$ cat config.mk
export PLATFORM = sky130hd
export DESIGN_NAME = rcs_reset_status
export DESIGN_NICKNAME = d
export VERILOG_FILES = /design/src/rcs_reset_status.v /design/src/rcs_sync3.v
export VERILOG_INCLUDE_DIRS = /design/src
export SDC_FILE = /design/constraint.sdc
export NUM_CORES = 1
export LEC_CHECK = 0
export BUFFER_PORTS_ARGS = -buffer_cell sky130_fd_sc_hd__buf_4
export CAP_MARGIN = 20
export CORE_ASPECT_RATIO = 0.8
export CORE_MARGIN = 4
export CORE_UTILIZATION = 58
export CTS_BUF_LIST = sky130_fd_sc_hd__clkbuf_2 sky130_fd_sc_hd__clkbuf_4 sky130_fd_sc_hd__clkbuf_8
export CTS_CLUSTER_SIZE = 8
export DETAILED_ROUTE_END_ITERATION = 16
export PLACE_DENSITY = 0.82
export SYNTH_ARGS = -nofsm -noshare
export SYNTH_HDL_FRONTEND = slang
export SYNTH_SLANG_ARGS = --single-unit
$ cat constraint.sdc
create_clock -name clk_sys -period 2.01 [get_ports clk_sys]
set_input_delay 0.3015 -clock clk_sys [delete_from_list [all_inputs] [get_ports clk_sys]]
set_output_delay 0.3015 -clock clk_sys [all_outputs]
set_load 0.02 [all_outputs]
$ cat src/rcs_defines.vh
// Purpose: Shared constants for the reset cause and status logic.
// Assumes: 8-bit register data, byte-indexed register offsets.
// Notes: Definitions only; included by bare name.
`ifndef RCS_DEFINES_VH
`define RCS_DEFINES_VH

// Register offsets on the plain register port
`define RCS_OFS_RESET_CONTROL 4'h0
`define RCS_OFS_STACK_POINTER 4'h1
`define RCS_OFS_STACK_TOP_UPPER 4'h2
`define RCS_OFS_STACK_TOP_HIGH 4'h3
`define RCS_OFS_STACK_TOP_LOW 4'h4
`define RCS_OFS_TABLE_PTR_UPPER 4'h5
`define RCS_OFS_TABLE_PTR_HIGH 4'h6
`define RCS_OFS_TABLE_PTR_LOW 4'h7
`define RCS_OFS_TABLE_LATCH 4'h8
`define RCS_OFS_PC_LATCH_UPPER 4'h9
`define RCS_OFS_PC_LATCH_HIGH 4'ha
`define RCS_OFS_IRQ_CTRL_SECOND 4'hb
`define RCS_OFS_IRQ_CTRL_THIRD 4'hc

// Reset control register bit positions
`define RCS_BIT_SOFT_BOR_EN 6
`define RCS_BIT_SOFT_RESET_N 4
`define RCS_BIT_WDOG_EXPIRED_N 3
`define RCS_BIT_SLEEP_ENTERED_N 2
`define RCS_BIT_POWER_ON_N 1
`define RCS_BIT_BROWNOUT_N 0

// Stack pointer register bit positions
`define RCS_BIT_STACK_FULL 7
`define RCS_BIT_STACK_UNDERFLOW 6

// Reset values, write masks and soft brown-out configuration code
`define RCS_RST_IRQ_CTRL_SECOND 8'hf5
`define RCS_RST_IRQ_CTRL_THIRD 8'hc0
`define RCS_MASK_IRQ_CTRL_SECOND 8'hf5
`define RCS_MASK_IRQ_CTRL_THIRD 8'hdb
`define RCS_BOR_CFG_SOFT 2'b01

// Program counter targets
`define RCS_PC_RESET 21'h000000
`define RCS_PC_VEC_HIGH 21'h000008
`define RCS_PC_VEC_LOW 21'h000018
`define RCS_PC_STEP 21'h000002

// Power modes
`define RCS_MODE_FULL 2'b00
`define RCS_MODE_PM_RUN 2'b01
`define RCS_MODE_IDLE 2'b10
`define RCS_MODE_SLEEP 2'b11

`endif

$ cat src/rcs_reset_status.v
// Purpose: Reset cause flags, stack status and core register reset states.
// Assumes: rst_b low is the power-on reset; other causes arrive as pulses.
// Notes: Register port answers one cycle after the read strobe.
// Behaviour
// - Power-on: start 0000h, flags to power-on pattern
// - Reset instruction restarts, clears soft-reset flag only
// - Brown-out restarts, sets three flags, clears brown-out
// - Pin reset in run mode sets watchdog flag
// - Pin reset in idle/sleep: watchdog set, sleep cleared
// - Watchdog timeout running resets, clears watchdog flag
// - Pin reset at full power changes no flag
// - Stack full with enable resets, sets full
// - Underflow with enable resets, sets underflow flag
// - Underflow without enable: flag set, no reset
// - Watchdog wake: continue PC+2, clear two flags
// - Interrupt wake clears sleep flag, PC+2 or vector
// - Soft brown-out enable reset value by configuration
// - Undefined registers keep contents across non-power resets
// - Watchdog wake keeps most register contents
// - Vectored wake pushes PC, advances stack pointer
// - Stack pointer reset values per reset type
// - Table pointers and latches clear on resets
// - Interrupt control registers load reset patterns
// - Wake-causing interrupt flag bits change on wake
//
// The strobed register port and the register addresses were decided locally.
`timescale 1ns/100ps
`default_nettype none
`include "rcs_defines.vh"
module rcs_reset_status #(
    parameter PC_W = 21
) (
    input wire clk_sys,
    input wire rst_b,
    input wire external_reset_pin_n,
    input wire brownout_evt,
    input wire reset_instr_evt,
    input wire watchdog_timer_evt,
    input wire stack_full_evt,
    input wire stack_underflow_evt,
    input wire irq_wake_evt,
    input wire irq_wake_high,
    input wire [7:0] wake_flags_second,
    input wire [7:0] wake_flags_third,
    input wire [1:0] power_mode,
    input wire [1:0] brownout_config_bits,
    input wire stack_overrun_reset_enable,
    input wire high_prio_global_irq_enable,
    input wire low_prio_global_irq_enable,
    input wire [PC_W-1:0] pc_current,
    input wire [3:0] reg_addr,
    input wire [7:0] reg_wdata,
    input wire reg_wr,
    input wire reg_rd,
    output reg [7:0] reg_rdata,
    output reg core_restart,
    output reg pc_load,
    output reg [PC_W-1:0] pc_load_addr,
    output reg stack_error
);

// Reset control register fields
reg soft_brownout_enable_q;
reg soft_reset_flag_n_q;
reg watchdog_expired_flag_n_q;
reg sleep_entered_flag_n_q;
reg power_on_flag_n_q;
reg brownout_flag_n_q;
// Stack pointer register fields
reg stack_full_flag_q;
reg stack_underflow_flag_q;
reg [4:0] stack_ptr_q;
// Stack top, table pointer, latch and interrupt control registers
reg [4:0] stack_top_upper_q;
reg [7:0] stack_top_high_q;
reg [7:0] stack_top_low_q;
reg [5:0] table_pointer_upper_q;
reg [7:0] table_ptr_high_q;
reg [7:0] table_ptr_low_q;
reg [7:0] table_latch_q;
reg [4:0] pc_latch_upper_q;
reg [7:0] pc_latch_high_q;
reg [7:0] irq_control_second_q;
reg [7:0] irq_control_third_q;
// Pin edge tracking
reg pin_prev_q;

wire pin_level;
wire pin_assert;
wire in_idle_sleep;
wire in_pm_run;
wire in_full;
wire soft_bor_cfg;
wire any_gie;
wire [PC_W-1:0] pc_next;
wire [PC_W-1:0] vector_addr;
wire [23:0] pc_wide;

// Decoded event classes, one cause handled per cycle
wire ev_bor;
wire ev_pin;
wire ev_wdt_reset;
wire ev_wdt_wake;
wire ev_instr;
wire ev_full_rst;
wire ev_unf_rst;
wire ev_unf_err;
wire ev_irq_wake;
wire ev_irq_vector;
wire any_reset;
wire any_wake;
wire sw_wr_reset_control_register;
wire sw_wr_sp;

// External pin passes the three-stage filter before use
rcs_sync3 #(
    .RESET_LEVEL(1'b1)
) u_pin_sync (
    .clk_sys(clk_sys),
    .rst_b(rst_b),
    .async_in(external_reset_pin_n),
    .level_q(pin_level)
);

// Mode and configuration decode
assign in_full = (power_mode == `RCS_MODE_FULL);
assign in_pm_run = (power_mode == `RCS_MODE_PM_RUN);
assign in_idle_sleep = (power_mode == `RCS_MODE_IDLE) || (power_mode == `RCS_MODE_SLEEP);
assign soft_bor_cfg = (brownout_config_bits == `RCS_BOR_CFG_SOFT);
assign any_gie = high_prio_global_irq_enable || low_prio_global_irq_enable;
assign pin_assert = pin_prev_q && !pin_level;
assign pc_next = pc_current + `RCS_PC_STEP;
assign vector_addr = irq_wake_high ? `RCS_PC_VEC_HIGH : `RCS_PC_VEC_LOW;
assign pc_wide = {{(24-PC_W){1'b0}}, pc_current};

// Priority: brown-out, pin, watchdog, instruction, stack; interrupt wake last
assign ev_bor = brownout_evt;
assign ev_pin = !ev_bor && pin_assert;
assign ev_wdt_reset = !ev_bor && !ev_pin && watchdog_timer_evt && !in_idle_sleep;
assign ev_wdt_wake = !ev_bor && !ev_pin && watchdog_timer_evt && in_idle_sleep;
assign ev_instr = !ev_bor && !ev_pin && !watchdog_timer_evt && reset_instr_evt;
assign ev_full_rst = !ev_bor && !ev_pin && !watchdog_timer_evt && !reset_instr_evt &&
                     stack_full_evt && stack_overrun_reset_enable;
assign ev_unf_rst = !ev_bor && !ev_pin && !watchdog_timer_evt && !reset_instr_evt &&
                    !stack_full_evt && stack_underflow_evt && stack_overrun_reset_enable;
assign ev_unf_err = !ev_bor && !ev_pin && !watchdog_timer_evt && !reset_instr_evt &&
                    stack_underflow_evt && !stack_overrun_reset_enable;
assign ev_irq_wake = !ev_bor && !ev_pin && !watchdog_timer_evt && !reset_instr_evt &&
                     !stack_full_evt && !stack_underflow_evt && irq_wake_evt && !in_full;
assign ev_irq_vector = ev_irq_wake && any_gie;
assign any_reset = ev_bor || ev_pin || ev_wdt_reset || ev_instr || ev_full_rst || ev_unf_rst;
assign any_wake = ev_wdt_wake || ev_irq_wake;
assign sw_wr_reset_control_register = reg_wr && (reg_addr == `RCS_OFS_RESET_CONTROL);
assign sw_wr_sp = reg_wr && (reg_addr == `RCS_OFS_STACK_POINTER);

// Pin history for assertion edge
always @(posedge clk_sys) begin
    if (!rst_b) begin
        pin_prev_q <= 1'b1;
    end else begin
        pin_prev_q <= pin_level;
    end
end

// Restart and program counter steering
always @(posedge clk_sys) begin
    if (!rst_b) begin
        core_restart <= 1'b1;
        pc_load <= 1'b1;
        pc_load_addr <= `RCS_PC_RESET;
        stack_error <= 1'b0;
    end else begin
        core_restart <= any_reset;
        pc_load <= any_reset || any_wake;
        stack_error <= ev_unf_err;
        if (any_reset) begin
            pc_load_addr <= `RCS_PC_RESET;
        end else if (ev_irq_vector) begin
            pc_load_addr <= vector_addr;
        end else if (any_wake) begin
            pc_load_addr <= pc_next;
        end
    end
end

// Reset cause flags; hardware events win over a software write
always @(posedge clk_sys) begin
    if (!rst_b) begin
        soft_brownout_enable_q <= 1'b1;
        soft_reset_flag_n_q <= 1'b1;
        watchdog_expired_flag_n_q <= 1'b1;
        sleep_entered_flag_n_q <= 1'b1;
        power_on_flag_n_q <= 1'b0;
        brownout_flag_n_q <= 1'b0;
    end else begin
        if (sw_wr_reset_control_register) begin
            soft_brownout_enable_q <= reg_wdata[`RCS_BIT_SOFT_BOR_EN] && soft_bor_cfg;
            soft_reset_flag_n_q <= reg_wdata[`RCS_BIT_SOFT_RESET_N];
            power_on_flag_n_q <= reg_wdata[`RCS_BIT_POWER_ON_N];
            brownout_flag_n_q <= reg_wdata[`RCS_BIT_BROWNOUT_N];
        end
        // Outside the soft configuration the enable is held at zero
        if (!soft_bor_cfg) begin
            soft_brownout_enable_q <= 1'b0;
        end
        if (ev_bor) begin
            soft_reset_flag_n_q <= 1'b1;
            watchdog_expired_flag_n_q <= 1'b1;
            sleep_entered_flag_n_q <= 1'b1;
            brownout_flag_n_q <= 1'b0;
        end
        if (ev_instr) begin
            soft_reset_flag_n_q <= 1'b0;
        end
        if (ev_pin && in_pm_run) begin
            watchdog_expired_flag_n_q <= 1'b1;
        end
        if (ev_pin && in_idle_sleep) begin
            watchdog_expired_flag_n_q <= 1'b1;
            sleep_entered_flag_n_q <= 1'b0;
        end
        // A pin reset at full power leaves every flag alone
        if (ev_wdt_reset) begin
            watchdog_expired_flag_n_q <= 1'b0;
        end
        if (ev_wdt_wake) begin
            watchdog_expired_flag_n_q <= 1'b0;
            sleep_entered_flag_n_q <= 1'b0;
        end
        if (ev_irq_wake) begin
            sleep_entered_flag_n_q <= 1'b0;
        end
    end
end

// Stack pointer, stack flags and top of stack
always @(posedge clk_sys) begin
    if (!rst_b) begin
        stack_full_flag_q <= 1'b0;
        stack_underflow_flag_q <= 1'b0;
        stack_ptr_q <= 5'h00;
        stack_top_upper_q <= 5'h00;
        stack_top_high_q <= 8'h00;
        stack_top_low_q <= 8'h00;
    end else begin
        if (sw_wr_sp) begin
            stack_full_flag_q <= stack_full_flag_q && reg_wdata[`RCS_BIT_STACK_FULL];
            stack_underflow_flag_q <= stack_underflow_flag_q &&
                                      reg_wdata[`RCS_BIT_STACK_UNDERFLOW];
            stack_ptr_q <= reg_wdata[4:0];
        end
        // Every reset, brown-out too, clears the pointer and stack top, never the flags
        if (any_reset) begin
            stack_ptr_q <= 5'h00;
        end else if (ev_irq_vector) begin
            stack_ptr_q <= stack_ptr_q + 5'h01;
        end
        if (ev_full_rst) begin
            stack_full_flag_q <= 1'b1;
        end
        if (ev_unf_rst || ev_unf_err) begin
            stack_underflow_flag_q <= 1'b1;
        end
        if (any_reset) begin
            stack_top_upper_q <= 5'h00;
            stack_top_high_q <= 8'h00;
            stack_top_low_q <= 8'h00;
        end else if (ev_irq_vector) begin
            stack_top_upper_q <= pc_wide[20:16];
            stack_top_high_q <= pc_wide[15:8];
            stack_top_low_q <= pc_wide[7:0];
        end
    end
end

// Table pointers, latches and program counter latches
always @(posedge clk_sys) begin
    if (!rst_b) begin
        table_pointer_upper_q <= 6'h00;
        table_ptr_high_q <= 8'h00;
        table_ptr_low_q <= 8'h00;
        table_latch_q <= 8'h00;
        pc_latch_upper_q <= 5'h00;
        pc_latch_high_q <= 8'h00;
    end else if (any_reset) begin
        table_pointer_upper_q <= 6'h00;
        table_ptr_high_q <= 8'h00;
        table_ptr_low_q <= 8'h00;
        table_latch_q <= 8'h00;
        pc_latch_upper_q <= 5'h00;
        pc_latch_high_q <= 8'h00;
    end else if (reg_wr) begin
        // Wakes fall through here, so contents hold across them
        case (reg_addr)
            `RCS_OFS_TABLE_PTR_UPPER: table_pointer_upper_q <= reg_wdata[5:0];
            `RCS_OFS_TABLE_PTR_HIGH: table_ptr_high_q <= reg_wdata;
            `RCS_OFS_TABLE_PTR_LOW: table_ptr_low_q <= reg_wdata;
            `RCS_OFS_TABLE_LATCH: table_latch_q <= reg_wdata;
            `RCS_OFS_PC_LATCH_UPPER: pc_latch_upper_q <= reg_wdata[4:0];
            `RCS_OFS_PC_LATCH_HIGH: pc_latch_high_q <= reg_wdata;
            default: begin
            end
        endcase
    end
end

// Interrupt control registers; wake sources set their own flags
always @(posedge clk_sys) begin
    if (!rst_b) begin
        irq_control_second_q <= `RCS_RST_IRQ_CTRL_SECOND;
        irq_control_third_q <= `RCS_RST_IRQ_CTRL_THIRD;
    end else if (any_reset) begin
        irq_control_second_q <= `RCS_RST_IRQ_CTRL_SECOND;
        irq_control_third_q <= `RCS_RST_IRQ_CTRL_THIRD;
    end else begin
        if (reg_wr && (reg_addr == `RCS_OFS_IRQ_CTRL_SECOND)) begin
            irq_control_second_q <= reg_wdata & `RCS_MASK_IRQ_CTRL_SECOND;
        end
        if (reg_wr && (reg_addr == `RCS_OFS_IRQ_CTRL_THIRD)) begin
            irq_control_third_q <= reg_wdata & `RCS_MASK_IRQ_CTRL_THIRD;
        end
        // OR in so a same-cycle software write cannot drop a wake flag
        if (ev_irq_wake) begin
            irq_control_second_q <= ((reg_wr && (reg_addr == `RCS_OFS_IRQ_CTRL_SECOND)) ?
                reg_wdata : irq_control_second_q) &
                `RCS_MASK_IRQ_CTRL_SECOND | (wake_flags_second &
                `RCS_MASK_IRQ_CTRL_SECOND);
            irq_control_third_q <= ((reg_wr && (reg_addr == `RCS_OFS_IRQ_CTRL_THIRD)) ?
                reg_wdata : irq_control_third_q) &
                `RCS_MASK_IRQ_CTRL_THIRD | (wake_flags_third &
                `RCS_MASK_IRQ_CTRL_THIRD);
        end
    end
end

// Read data, one cycle after the strobe; unmapped reads give zero
always @(posedge clk_sys) begin
    if (!rst_b) begin
        reg_rdata <= 8'h00;
    end else if (reg_rd) begin
        case (reg_addr)
            `RCS_OFS_RESET_CONTROL: begin
                reg_rdata <= {1'b0, soft_brownout_enable_q, 1'b0, soft_reset_flag_n_q,
                              watchdog_expired_flag_n_q, sleep_entered_flag_n_q,
                              power_on_flag_n_q, brownout_flag_n_q};
            end
            `RCS_OFS_STACK_POINTER: reg_rdata <= {stack_full_flag_q, stack_underflow_flag_q,
                                                  1'b0, stack_ptr_q};
            `RCS_OFS_STACK_TOP_UPPER: reg_rdata <= {3'b000, stack_top_upper_q};
            `RCS_OFS_STACK_TOP_HIGH: reg_rdata <= stack_top_high_q;
            `RCS_OFS_STACK_TOP_LOW: reg_rdata <= stack_top_low_q;
            `RCS_OFS_TABLE_PTR_UPPER: reg_rdata <= {2'b00, table_pointer_upper_q};
            `RCS_OFS_TABLE_PTR_HIGH: reg_rdata <= table_ptr_high_q;
            `RCS_OFS_TABLE_PTR_LOW: reg_rdata <= table_ptr_low_q;
            `RCS_OFS_TABLE_LATCH: reg_rdata <= table_latch_q;
            `RCS_OFS_PC_LATCH_UPPER: reg_rdata <= {3'b000, pc_latch_upper_q};
            `RCS_OFS_PC_LATCH_HIGH: reg_rdata <= pc_latch_high_q;
            `RCS_OFS_IRQ_CTRL_SECOND: reg_rdata <= irq_control_second_q;
            `RCS_OFS_IRQ_CTRL_THIRD: reg_rdata <= irq_control_third_q;
            default: reg_rdata <= 8'h00;
        endcase
    end else begin
        reg_rdata <= 8'h00;
    end
end

// All held registers here have defined reset values; none is left undefined

endmodule
`default_nettype wire

$ cat src/rcs_sync3.v
// Purpose: Three-stage synchroniser with agreement filter for a pin input.
// Assumes: Input is asynchronous to clk_sys.
// Notes: Output changes only when the second and third stages agree.
`timescale 1ns/100ps
`default_nettype none
module rcs_sync3 #(
    parameter RESET_LEVEL = 1'b1
) (
    input wire clk_sys,
    input wire rst_b,
    input wire async_in,
    output reg level_q
);

reg s1_q;
reg s2_q;
reg s3_q;

// First stage feeds only the second; filter looks at stages two and three
always @(posedge clk_sys) begin
    if (!rst_b) begin
        s1_q <= RESET_LEVEL;
        s2_q <= RESET_LEVEL;
        s3_q <= RESET_LEVEL;
        level_q <= RESET_LEVEL;
    end else begin
        s1_q <= async_in;
        s2_q <= s1_q;
        s3_q <= s2_q;
        if (s2_q == s3_q) begin
            level_q <= s3_q;
        end
    end
end

endmodule
`default_nettype wire

# Word-level counts from Yosys, hierarchy flattened
# Cells that the tools add are included.
dict set report totals {
  register_bits 130
  latch_bits 0
  mem_bits_rw 0
  romBits 0
  input_bits 68
  output_inout_bits 32
  word_cells 151
  mem_count 0
}
dict set report op_classes {
  addsub 2
  n_mul 0
  n_div 0
  order_cmp 0
  eq_ne 18
  shifts 0
  mux 29
  bitwise_logic 3
  n_reduce_logical 69
}
# operator n
set ops {}
lappend ops {{$pmux W8 S13} 1}
lappend ops {{$mux W8} 6}
lappend ops {{$mux W21} 2}
lappend ops {{$logic_and A1 B1 Y1} 29}
lappend ops {{$add A21 B2 Y21 const B} 1}
lappend ops {{$eq A4 B4 Y1 const B} 5}
lappend ops {{$mux W1} 17}
lappend ops {{$eq A4 B3 Y1 const B} 4}
lappend ops {{$or A8 B8 Y8} 2}
lappend ops {{$mux W5} 3}
lappend ops {{$reduce_and A2 Y1} 7}
lappend ops {{$reduce_bool A2 Y1} 6}
lappend ops {{$logic_not A1 Y1} 10}
lappend ops {{$logic_or A1 B1 Y1} 10}
lappend ops {{$eq A4 B2 Y1 const B} 2}
lappend ops {{$add A5 B1 Y5 const B} 1}
lappend ops {{$reduce_bool A5 Y1} 1}
lappend ops {{$eq A2 B1 Y1 const B} 2}
lappend ops {{$eq A2 B2 Y1 const B} 2}
lappend ops {{$eq A4 B1 Y1 const B} 1}
lappend ops {{$logic_not A4 Y1} 1}
lappend ops {{$reduce_bool A4 Y1} 1}
lappend ops {{$reduce_or A2 Y1} 2}
lappend ops {{$reduce_bool A3 Y1} 1}
lappend ops {{other kinds (4)} 4}

# Depth between registers and ports, before layout
dict set report logic_depth {
  ltp_word 14
  depth_mapped 8
}

# By module
# A second synthesis with hierarchy kept.
dict set report hier_totals {
  hier_cells 700
  area_unflattened_um2 5931.9
}
# module n_inst cells_per_inst area_per_inst_um2 seq_area_each_um2
set by_module_without_submodules {}
lappend by_module_without_submodules {rcs_reset_status 1 690 5819.3 2442.3}
lappend by_module_without_submodules {rcs_sync3 1 10 112.6 80.1}

# Worst setup path before layout
# OpenSTA, ideal clock, no wires.
dict set report synth_timing {
  path_kind {reg-to-reg}
  from {reg pin_prev_q}
  to {reg pc_load_addr[6]}
  setup_time_ns 0.117
  t_arrival_ns 1.558
  path_slack_ns 0.334
  path_stages_with_launch 7
  n_path_buf 1
  cell_sequence {dfxtp_1 nor2b_1 or4_4 o21ai_2 nor2_1 buf_2 a32o_1}
}
dict set report synth_via {
  elab_chain_len 12
  elab_cells_between_ends 28
  classes_between {1 x mux; 27 x reduce/logical}
}
# item line_no
set synth_rtl {}
lappend synth_rtl {{start, declared} rcs_reset_status.v:86} ;# reg pin_prev_q;
lappend synth_rtl {{start signal, assigned} rcs_reset_status.v:161} ;# pin_prev_q <= pin_level;
lappend synth_rtl {{$logic_and A1 B1 Y1 *} rcs_reset_status.v:131} ;# assign pin_assert = pin_prev_q && !pin_level;
lappend synth_rtl {{$logic_and A1 B1 Y1 *} rcs_reset_status.v:138} ;# assign ev_pin = !ev_bor && pin_assert;
lappend synth_rtl {{$logic_not A1 Y1} --}
lappend synth_rtl {{$logic_and A1 B1 Y1 (2 in a row)} --}
lappend synth_rtl {{$logic_and A1 B1 Y1} {rcs_reset_status.v:142, rcs_reset_status.v:144, rcs_reset_status.v:148}}
lappend synth_rtl {{$logic_and A1 B1 Y1} {rcs_reset_status.v:144, rcs_reset_status.v:148}}
lappend synth_rtl {{$logic_and A1 B1 Y1 (3 in a row)} rcs_reset_status.v:149} ;# !stack_full_evt && !stack_underflow_evt && irq_wake_evt && !in_full;
lappend synth_rtl {{$logic_and A1 B1 Y1 / $logic_or A1 B1 Y1 (equally long branches)} {rcs_reset_status.v:150, rcs_reset_status.v:152}}
lappend synth_rtl {{$mux W21 / $reduce_bool A2 Y1 (equally long branches)} --}
lappend synth_rtl {{end signal, assigned} rcs_reset_status.v:177} ;# pc_load_addr <= `RCS_PC_RESET;
lappend synth_rtl {{end signal, assigned} rcs_reset_status.v:179} ;# pc_load_addr <= vector_addr;
lappend synth_rtl {{end signal, assigned} rcs_reset_status.v:181} ;# pc_load_addr <= pc_next;
lappend synth_rtl {{end, declared} rcs_reset_status.v:58} ;# output reg [PC_W-1:0] pc_load_addr,
# Every way passes the cells marked *; elsewhere a longest branch is shown, timed or not.
# A chain may end at the register's enable or synchronous reset.

# Worst setup path after layout
dict set report layout_timing {
  from {reg u_pin_sync.level_q}
  to {reg stack_top_high_q[3]}
}
dict set report layout_via {
  elab_chain_len 12
  elab_cells_between_ends 25
  classes_between {25 x reduce/logical}
}
# item line_no
set layout_rtl {}
lappend layout_rtl {{start, declared} rcs_sync3.v:12} ;# output reg level_q
lappend layout_rtl {{start signal, assigned} rcs_sync3.v:31} ;# level_q <= s3_q;
lappend layout_rtl {{$logic_not A1 Y1 *} rcs_reset_status.v:131}
lappend layout_rtl {{$logic_and A1 B1 Y1 *} rcs_reset_status.v:131}
lappend layout_rtl {{$logic_and A1 B1 Y1 *} rcs_reset_status.v:138}
lappend layout_rtl {{$logic_not A1 Y1} --}
lappend layout_rtl {{$logic_and A1 B1 Y1} --}
lappend layout_rtl {{$logic_and A1 B1 Y1 (on tied branches) (2 in a row)} --}
lappend layout_rtl {{$logic_or A1 B1 Y1 (tied with other cells) (3 in a row)} rcs_reset_status.v:151} ;# assign any_reset = ev_bor || ev_pin || ev_wdt_reset || ev_instr || ev_full_rst || ev_unf_rst;
lappend layout_rtl {{$logic_or A1 B1 Y1 / $logic_and A1 B1 Y1 (equally long branches)} {rcs_reset_status.v:151, rcs_reset_status.v:149}}
lappend layout_rtl {{$reduce_or A2 Y1 (no source line) / $logic_and A1 B1 Y1 (equally long branches)} --}
lappend layout_rtl {{end signal, assigned} rcs_reset_status.v:270} ;# stack_top_high_q <= pc_wide[15:8];
lappend layout_rtl {{end, declared} rcs_reset_status.v:75} ;# reg [7:0] stack_top_high_q;
# Marked as above.

==> flow_metrics.py <==
metrics = {
    "logic_synthesis": {
        "synth_edf_count": 0,
        "ys_async_sr_fraction_pct": 0,
        "yosysTopAreaCellShare_pct": 42.9,
        "syn_area_um2": 5880,
        "ys_seq_area_share_pct": 42.9,
        "synth_largest_area_cell": "dfxtp_1",
        "netlist_instances": 705,
        "yosysUniqueCellTypes": 58,
        "synth_warnings": 0,
        "synth-seq-cells": 126,
        "synth_nets": 775,
        "syn_area_per_cell_um2": 8.34,
        "synth.area.top_cells": "dfxtp_1, nand2_1, mux2i_1, a21oi_1, nor2_1",
        "ys.flop_type": "dfxtp_1",
    },
    "floorplanning": {
        "die-area_um2": 11800,
        "initial_core_util_pct": 60.2,
        "die_w_um": 121,
        "std_cell_rows": 32,
        "die_y_um": 98.1,
        "core_region_area_um2": 9770,
        "io_pins": 100,
    },
    "placement": {
        "io_buffers": 95,
        "dp_hpwl_um": 13000,
        "place_congestion": 0.929,
    },
    "layout": {
        "final_cell_mix": "buf_4, dfxtp_1, nand2_1, a21oi_1, nor2_1",
        "area_delta_synth_final_pct": 25.7,
        "drive_above_1_share_pct": 22.5,
        "final_common_cell": "buf_4",
        "nets": 881,
        "n_antenna_cell": 0,
        "n_fill_cell": 731,
    },
    "clocking": {
        "cts_sinks": 126,
        "cts_tree": "built",
        "root_buffer": "clkbuf_8",
        "clockBufferDepth": 2,
        "cts_buffers": 17,
        "cts-resized-gates": 0,
        "path_clk_slew_ns": 0.07,
        "htree_num_levels": 4,
        "insertion_delay_ns": 0.45,
    },
    "critical_path": {
        "cp.required_ns": 2.38,
        "cp-end-kind": "flip-flop",
        "path_class": "flip-flop to flip-flop",
        "cp-startpoint": "u_pin_sync.level_q$_SDFFE_PN1N_",
        "start_kind": "flip-flop",
        "worstReg2RegStart": "u_pin_sync.level_q$_SDFFE_PN1N_",
        "cp_data_arrival_time_ns": 2.24,
        "crit_end": "stack_top_high_q[3]$_SDFFE_PP0P_",
        "cp_max_fo": 21,
        "reg2regPathDepth": 7,
        "rr_endpoint": "stack_top_high_q[3]$_SDFFE_PP0P_",
        "r2r_setup_slack_ns": 0.14,
    },
    "outcome": {
        "status": "finished clean",
    },
    "timing": {
        "max_freq_ghz": 0.535,
        "timing.final.crit_share_pct": 93.0,
        "holdWs_ns": 0.0369,
        "fin_crit_ns": 1.87,
        "worst_slew_pin_slew_ns": 0.514,
        "hold_viol": 0,
        "setup_tns_ns": 0,
        "finalMaxSlewViolations": 0,
        "slew_headroom_pct": 65.4,
        "fin_skew_ns": 0.00885,
        "setup_viol_count_final": 0,
    },
    "route": {
        "first_pass_iters": 5,
        "wl_um": 18100,
        "wl_per_cell_um": 18.9,
        "postRouteAntennaNets": 0,
        "viasPerCell": 6.14,
        "vias": 5892,
        "drc": 0,
        "drtIter0Drc": 772,
    },
    "min_path": {
        "min-delay-start": "external_reset_pin_n",
        "hold_class": "primary input to flip-flop",
    },
    "global_route": {
        "grt_max_degree": 41,
        "grt_pass1_wl_um": 29100,
        "grt_pass1_vias": 5634,
        "use_met2_pct": 47.3,
        "gr-usage-all-layers_pct": 30.9,
        "grt.met3_usage_pct": 8.16,
        "top_usage_layer": "met2",
        "globalRouteOverflowTotal": 0,
        "antenna_found_initial": 0,
        "use_met1_pct": 43.1,
    },
    "power_and_ir_drop": {
        "finalPower_w": 0.00577,
        "max-vdd-ir-drop_v": 0.000583,
        "p_per_area_nw_per_um2": 780,
        "p_leak_nw": 2.68,
    },
    "job": {
        "cap_violations": 0,
    },
}
[report_power, final]
part / switching [W] / total, W / internal, W / leakage [nW]
sequential: 0.0000109 / 0.00253 / 0.00251 / 1.02
combinational: 0.000313 / 0.000536 / 0.000223 / 1.41
clock: 0.00100 / 0.00271 / 0.00171 / 0.245
total: 0.00132 / 0.00577 / 0.00445 / 2.68
[how the worst min path moves through the flow]
stage,to,cells past startpoint
final,u_pin_sync.s1_q$_SDFF_PN1_,2
after global routing,u_pin_sync.s1_q$_SDFF_PN1_,2
after CTS,u_pin_sync.s1_q$_SDFF_PN1_,2
after detailed placement,u_pin_sync.s2_q$_SDFF_PN1_,1
after global placement,u_pin_sync.s2_q$_SDFF_PN1_,1
after floorplan,u_pin_sync.s1_q$_SDFF_PN1_,1
[synthesized netlist by cell type (8+ instances only)]
library cell,instances
nor2_1,55
nand3_1,38
inv_1,8
o21ai_0,33
clkbuf_1,21
a21oi_1,71
a22oi_1,10
nand2_1,110
buf_2,22
o2bb2ai_1,8
a31oi_1,9
mux2i_1,41
dfxtp_1,126
xnor2_1,14
nand2b_1,9
nor2b_1,15
[layer usage]
layer	part of all wire [%]	vias up
li1	-	2725
met3	9.6	44
met2	45	314
met5	0	-
met4	2.1	0
met1	43	2809
[worst max-delay path, cell delays in order (launching register included)]
cell and delay [ns]:
dfxtp_1 0.39, nor2b_1 0.10, nor4_2 0.30, buf_4 0.22
and3_1 0.28, buf_4 0.27, nand2_1 0.08, a21oi_1 0.16
[repair_timing]
item / CTS / global route
setup endpoints to repair: 0 / 9
buffers inserted: 0 / 3
hold buffers: 0 / 0
[cells by family (layout without fill, tap and decap cells)]
kind of cell               count (synthesis)  count (layout)  share of synthesized area, %
and+or+nand+nor                          279             279                          22.5
AOI/OAI and AO/OA                        179             179                          19.3
DFF                                      126             126                          42.9
buffers and inverters                     55             174                          3.98
muxes                                     49              49                          8.70
xor gates and xnor gates                  15              15                          2.23
adders and majority gates                  2               2                         0.425
[registers in the layout, indices dropped and copies added (netlist names), 6 cells and up]
name	flops
table_pointer_upper_q	6
table_ptr_high_q	8
reg_rdata	8
stack_top_low_q	8
irq_control_second_q	6
table_latch_q	8
pc_latch_high_q	8
stack_top_high_q	8
irq_control_third_q	6
pc_load_addr	21
table_ptr_low_q	8
[layout make-up]
class	instances	area [µm²]	share of cell area, %
Timing Repair Buffer	133	1050	14.2
Clock inverter	11	210	2.84
Tap cell	136	170	2.30
Inverter	9	33.8	0.457
Multi-Input combinational cell	524	3130	42.3
Clock buffer	21	283	3.82
Sequential cell	126	2520	34.1
[through the flow]
step / instances / cell area (µm²) / utilization [%] / setup slack (ns)
final: 960 / 7390 / 75.7 / 0.141
after global routing: 960 / 7390 / 75.7 / -0.0279
after CTS: 957 / 7360 / 75.3 / 0.0802
after detailed placement: 925 / 6870 / 70.3 / 0.0230
after global placement: 925 / 6870 / 70.3 / 0.107
after floorplan: 705 / 5880 / - / 0.334
Power figures use the tool's default switching activity.
